`src/design/prx_consts.vh`:
```
// constants for the receive-side mac interface block
// assumes a single 100 mhz system clock drives all logic
`ifndef PRX_CONSTS_VH
`define PRX_CONSTS_VH

`define PRX_SYS_CLK_KHZ     100000
`define PRX_MII_CLK_KHZ     2500
`define PRX_RMII_CLK_KHZ    50000
`define PRX_MII_HALF        (`PRX_SYS_CLK_KHZ / (2 * `PRX_MII_CLK_KHZ))
`define PRX_RMII_HALF       (`PRX_SYS_CLK_KHZ / (2 * `PRX_RMII_CLK_KHZ))
`define PRX_RMII_REPEAT     10
`define PRX_MODE_MII        2'h0
`define PRX_MODE_RMII       2'h1
`define PRX_MODE_RGMII      2'h2

`endif

```
`src/design/prx_rx_mac_if.v`:
```
// receive-side mac interface: drives mii, rmii or rgmii receive pins
// assumes mode and repeater select are static while out of reset
// Behaviour
// - receive data and control outputs change together with the rising edge of the receive clock, save the rgmii control line, which changes on both edges.
// - receive data is meaningful only while data-valid is high; in mii and rmii modes it reads zero otherwise.
// - mii mode delivers four data bits per clock, rmii two bits on the lowest two lines.
// - in rmii mode the data-valid pin carries carrier sense or'ed with data valid.
// - a repeater select turns the rmii combined indication into plain data valid.
// - in rgmii mode the control line shows data valid after the rising edge and error after the falling edge.
// - the block drives a 2.5 mhz receive clock in mii and rgmii modes and 50 mhz in rmii mode.
// - in mii and rmii modes receive error goes high for every reception error, idle errors included, on the rising clock edge; rgmii holds it low.
`timescale 1ns/1ps
`include "prx_consts.vh"

module prx_rx_mac_if #(
   parameter MII_HALF    = `PRX_MII_HALF,
   parameter RMII_HALF   = `PRX_RMII_HALF,
   parameter RMII_REPEAT = `PRX_RMII_REPEAT
) (
   input  wire       ref_clk_in,
   input  wire       sys_rst_in,
   input  wire [1:0] mode_in,
   input  wire       rmii_dv_only_in,
   input  wire [3:0] rx_nib_in,
   input  wire       rx_nib_valid_in,
   input  wire       rx_err_in,
   input  wire       rx_crs_in,
   output reg        rx_nib_take_out,
   output reg        rx_clk_out,
   output reg  [3:0] rx_data_out,
   output reg        rx_dv_out,
   output reg        rx_er_out
);

   reg  [5:0] div_q;
   reg  [3:0] rep_q;
   reg        sel_q;
   reg  [3:0] hold_q;
   reg        hold_dv_q;
   reg        hold_er_q;
   reg        hold_crs_q;
   wire       is_rmii;
   wire       is_rgmii;
   wire [5:0] half_m1;
   wire       half_done;
   wire       rise;
   wire       fall;
   wire       rmii_load;
   wire       rmii_dv;

   assign is_rmii   = (mode_in == `PRX_MODE_RMII);
   assign is_rgmii  = (mode_in == `PRX_MODE_RGMII);
   // rmii runs the pin clock at 50 mhz, the others at 2.5 mhz
   assign half_m1   = is_rmii ? RMII_HALF[5:0] - 6'h01
                              : MII_HALF[5:0] - 6'h01;
   assign half_done = (div_q == half_m1);
   assign rise      = half_done && !rx_clk_out;
   assign fall      = half_done && rx_clk_out;
   // a fresh nibble every two dibits of ten repeats each
   assign rmii_load = rise && (rep_q == 4'h0) && !sel_q;
   assign rmii_dv   = rmii_dv_only_in ? hold_dv_q
                                      : (hold_dv_q | hold_crs_q);

   always @(posedge ref_clk_in) begin
      if (sys_rst_in) begin
         div_q      <= 6'h00;
         rx_clk_out <= 1'b0;
      end else if (half_done) begin
         div_q      <= 6'h00;
         rx_clk_out <= !rx_clk_out;
      end else begin
         div_q      <= div_q + 6'h01;
      end
   end

   always @(posedge ref_clk_in) begin
      if (sys_rst_in) begin
         rep_q      <= 4'h0;
         sel_q      <= 1'b0;
         hold_q     <= 4'h0;
         hold_dv_q  <= 1'b0;
         hold_er_q  <= 1'b0;
         hold_crs_q <= 1'b0;
      end else if (is_rmii && rise) begin
         if (rep_q == RMII_REPEAT[3:0] - 4'h1) begin
            rep_q <= 4'h0;
            sel_q <= !sel_q;
         end else begin
            rep_q <= rep_q + 4'h1;
         end
         if (rmii_load) begin
            hold_q     <= rx_nib_valid_in ? rx_nib_in : 4'h0;
            hold_dv_q  <= rx_nib_valid_in;
            hold_er_q  <= rx_err_in;
            hold_crs_q <= rx_crs_in;
         end
      end
   end

   always @(posedge ref_clk_in) begin
      if (sys_rst_in) begin
         rx_nib_take_out <= 1'b0;
         rx_data_out     <= 4'h0;
         rx_dv_out       <= 1'b0;
         rx_er_out       <= 1'b0;
      end else begin
         rx_nib_take_out <= 1'b0;
         if (is_rmii) begin
            if (rise) begin
               rx_nib_take_out <= rmii_load;
               // upper lines idle low, low dibit sent first
               if (rmii_load) begin
                  rx_data_out <= rx_nib_valid_in
                                 ? {2'h0, rx_nib_in[1:0]} : 4'h0;
                  rx_dv_out   <= rmii_dv_only_in ? rx_nib_valid_in
                                 : (rx_nib_valid_in | rx_crs_in);
                  rx_er_out   <= rx_err_in;
               end else begin
                  // sel_q still shows the half this rise belongs to
                  rx_data_out <= {2'h0, sel_q ? hold_q[3:2]
                                              : hold_q[1:0]};
                  rx_dv_out   <= rmii_dv;
                  rx_er_out   <= hold_er_q;
               end
            end
         end else if (rise) begin
            rx_nib_take_out <= 1'b1;
            rx_data_out     <= rx_nib_valid_in ? rx_nib_in : 4'h0;
            rx_dv_out       <= rx_nib_valid_in;
            // rgmii has no separate error pin
            rx_er_out       <= is_rgmii ? 1'b0 : rx_err_in;
            if (is_rgmii) begin
               rx_dv_out <= rx_nib_valid_in;
            end
         end else if (fall && is_rgmii) begin
            // error shares the control line in the low clock phase
            rx_dv_out <= rx_err_in;
         end
      end
   end

endmodule

```
`config.mk`:
```
export PLATFORM = sky130hd
export DESIGN_NAME = prx_rx_mac_if
export DESIGN_NICKNAME = d
export VERILOG_FILES = /design/src/design/prx_rx_mac_if.v
export VERILOG_INCLUDE_DIRS = /design/src /design/src/design
export SDC_FILE = /design/constraint.sdc
export NUM_CORES = 1
export LEC_CHECK = 0
export BUFFER_PORTS_ARGS = -buffer_cell sky130_fd_sc_hd__buf_2
export CAP_MARGIN = 20
export CORE_MARGIN = 2
export CORE_UTILIZATION = 55
export CTS_BUF_LIST = sky130_fd_sc_hd__clkbuf_4
export CTS_CLUSTER_SIZE = 20
export DETAILED_ROUTE_END_ITERATION = 8
export PLACE_DENSITY = 0.86
export SETUP_SLACK_MARGIN = 0.4
export SYNTH_ARGS = -nofsm -noshare
export SYNTH_HDL_FRONTEND = slang
export SYNTH_SLANG_ARGS = --single-unit
export TNS_END_PERCENT = 20
```
`constraint.sdc`:
```
create_clock -name ref_clk_in -period 2.4 [get_ports ref_clk_in]
set_input_delay 0.24 -clock ref_clk_in [delete_from_list [all_inputs] [get_ports ref_clk_in]]
set_output_delay 0.24 -clock ref_clk_in [all_outputs]
set_load 0.02 [all_outputs]
```
==> flow_summary.json <==
{
  "wl_um": 2530,
  "fp.dieW_um": 51.7,
  "synth_seq_cells": 26,
  "async_flop_share_pct": 0,
  "grt_max_degree": 23,
  "gp_congestion": 0.815,
  "critPathKind": "flip-flop to flip-flop",
  "fp.dieH_um": 51.7,
  "clkLatencyLatePin_ns": 0.32,
  "diodes": 0,
  "syn_to_final_growth_pct": 11.7,
  "tightest_slew_ns": 0.432,
  "grt_use_total_pct": 21.0,
  "drv_cap": 0,
  "end_kind": "flip-flop",
  "cts_buffers": 3,
  "syn_avg_cell_area_um2": 8.39,
  "final_net_count": 179,
  "start_kind": "flip-flop",
  "period_minus_slack_ns": 1.92,
  "worstPathRequired_ns": 2.61,
  "overflow": 0,
  "arrival_ns": 2.13,
  "tritoncts": "built",
  "synthesis.nets": 162,
  "p_total_mw": 0.902,
  "drtAntennaViolNets": 0,
  "place_inst": 189,
  "grt_pass1_vias": 1000,
  "outcome": "finished, final reports clean",
  "wl_per_cell_um": 13.1,
  "route.met2.wl_um": 1240,
  "rr_startpoint": "div_q[0]",
  "min-delay-start": "rx_crs_in",
  "yosys.area.top_type": "dfxtp_1",
  "cp_max_fo": 8,
  "yosys.area.top_type_share_pct": 41.6,
  "fin_skew_ns": 0.00243,
  "final_layout_size_suffix_gt1_share_pct": 18.2,
  "synth_cells": 149,
  "fin_ws_ns": 0.481,
  "htreeDepth": 1,
  "port_buffers": 19,
  "power_leakage_nw": 0.561,
  "fp.coreArea_um2": 2170,
  "yosysMostFrequentCell": "dfxtp_1",
  "antenna_found_initial": 0,
  "ir_drop_uv": 563,
  "clk_pin_slew_ns": 0.14,
  "dp_worst_setup_slack_ns": 0.373,
  "synth_top_cells_by_area": "dfxtp_1, mux2i_1, a21oi_1, nand2_1, nor2_1",
  "fin_tns_setup_ns": 0,
  "p_per_area_nw_per_um2": 646,
  "rows": 17,
  "synth-seq-area-share_pct": 41.6,
  "firstDrtPassIters": 4,
  "grt_pass1_wl_um": 4220,
  "top_layer_used": "met4",
  "initial_core_util_pct": 57.6,
  "ioPinCount": 20,
  "fmax_mhz": 521,
  "drc": 0,
  "cts_root_buffer": "clkbuf_4",
  "dieArea_um2": 2670,
  "synth-warning-count": 0,
  "synth_commonest_cells": "dfxtp_1, nand2_1, nor2_1",
  "drtIter0Drc": 40,
  "hold_viol": 0,
  "rsz0062_at_grt": "no",
  "vias": 1085,
  "hold_slack_ns": 0.173,
  "fin_crit_sh_pct": 80.0,
  "fin_cells": 193,
  "hpwl_um": 1890,
  "setup_viol": 0,
  "drt-met1-wl_um": 1110,
  "postCtsSetupBuffers": 0,
  "wl_met3_um": 154,
  "slew_headroom_pct": 70.8,
  "crit_path_start": "div_q[0]",
  "ys.flop_type": "dfxtp_1",
  "synth_edf_count": 0,
  "slew_violations": 0,
  "syn_area_um2": 1250,
  "yosysUniqueCellTypes": 37,
  "viasPerCell": 5.62,
  "clock_path_buffers": 2,
  "cts_sinks": 26,
  "hp-class": "input port to flip-flop"
}
power breakdown:
| group | switching, mW | leakage, nW | internal, mW |
|---|---|---|---|
| logic | 0.0762 | 0.322 | 0.0567 |
| clock network | 0.131 | 0.0279 | 0.169 |
| registers | 0.0176 | 0.211 | 0.451 |
flip-flops by register name, indices dropped and copies added (netlist names):
register,count
div_q,6
hold_q,4
rep_q,4
rx_data_out,4
hold_crs_q,1
hold_dv_q,1
hold_er_q,1
rx_clk_out,1
rx_dv_out,1
rx_er_out,1
rx_nib_take_out,1
sel_q,1
critical path, cell delays in order (launching register included):
cell	delay, ns
dfxtp_1	0.38
or4b_4	0.59
o21ai_0	0.16
nor2b_2	0.38
mux2i_1	0.23
a21oi_1	0.08
path summary, 6_finish.rpt:
path | to | slack, ns | depth (start not counted)
worst min register to register | hold_q[1] | 0.47 | 2
worst max register to register | rx_er_out | 0.48 | 5
worst min-delay path | hold_crs_q | 0.17 | 3
worst max-delay path | rx_er_out | 0.48 | 5
metal layers:
layer,global-route usage (%),up-vias
li1,-,542
met1,25.5,502
met2,37.2,35
met3,3.45,6
met4,7.46,0
met5,0,-
final cells by class:
cell class,count,area [µm²]
fill,203,773
multi-input combinational,112,678
sequential,26,520
timing repair buffer,19,95.1
tap,28,35.0
clock inverter,1,30.0
clock buffer,3,22.5
inverter,4,15.0
timing repair:
item	4_1_cts	5_1_grt
gates resized for setup	1	0
hold buffers	0	0
setup endpoints to repair	5	0
placed cells by master, fill, tap and decap left out, types with 2 or more instances in the layout:
| master | synthesis | final |
|---|---|---|
| nand4_1 | 2 | 2 |
| nor2b_1 | 3 | 2 |
| nand2b_1 | 7 | 7 |
| buf_2 | 1 | 19 |
| and3_1 | 2 | 2 |
| xor2_1 | 3 | 3 |
| clkbuf_4 | 0 | 3 |
| inv_1 | 4 | 4 |
| nand3_1 | 9 | 9 |
| a21oi_1 | 14 | 14 |
| nand2_1 | 16 | 16 |
| or2_2 | 2 | 2 |
| xnor2_1 | 5 | 5 |
| nor4_1 | 2 | 2 |
| o21ai_0 | 4 | 4 |
| nor2_1 | 16 | 16 |
| nor3_1 | 2 | 2 |
| dfxtp_1 | 26 | 26 |
| mux2i_1 | 9 | 9 |
per-stage QoR:
step	util, %	cell area (µm²)
3_3_place_gp	61.8	1340
5_1_grt	64.4	1400
4_1_cts	64.4	1400
6_report	64.4	1400
2_1_floorplan	-	1250
3_5_place_dp	61.8	1340
cells by family (layout without fill, tap and decap cells):
kind of cell             count (synthesis)  in the layout  share of synthesized area (%)
adder cells (fa/ha/maj)                  1              1                           1.00
AND/OR/NAND/NOR                         71             71                           30.3
buffers and inverters                   11             27                           4.30
flip-flops                              26             26                           41.6
AO/OA/AOI/OAI                           23             23                           9.91
multiplexers                             9              9                           7.21
XOR/XNOR                                 8              8                           5.61
Note: power is estimated with default switching activity, not from simulation.
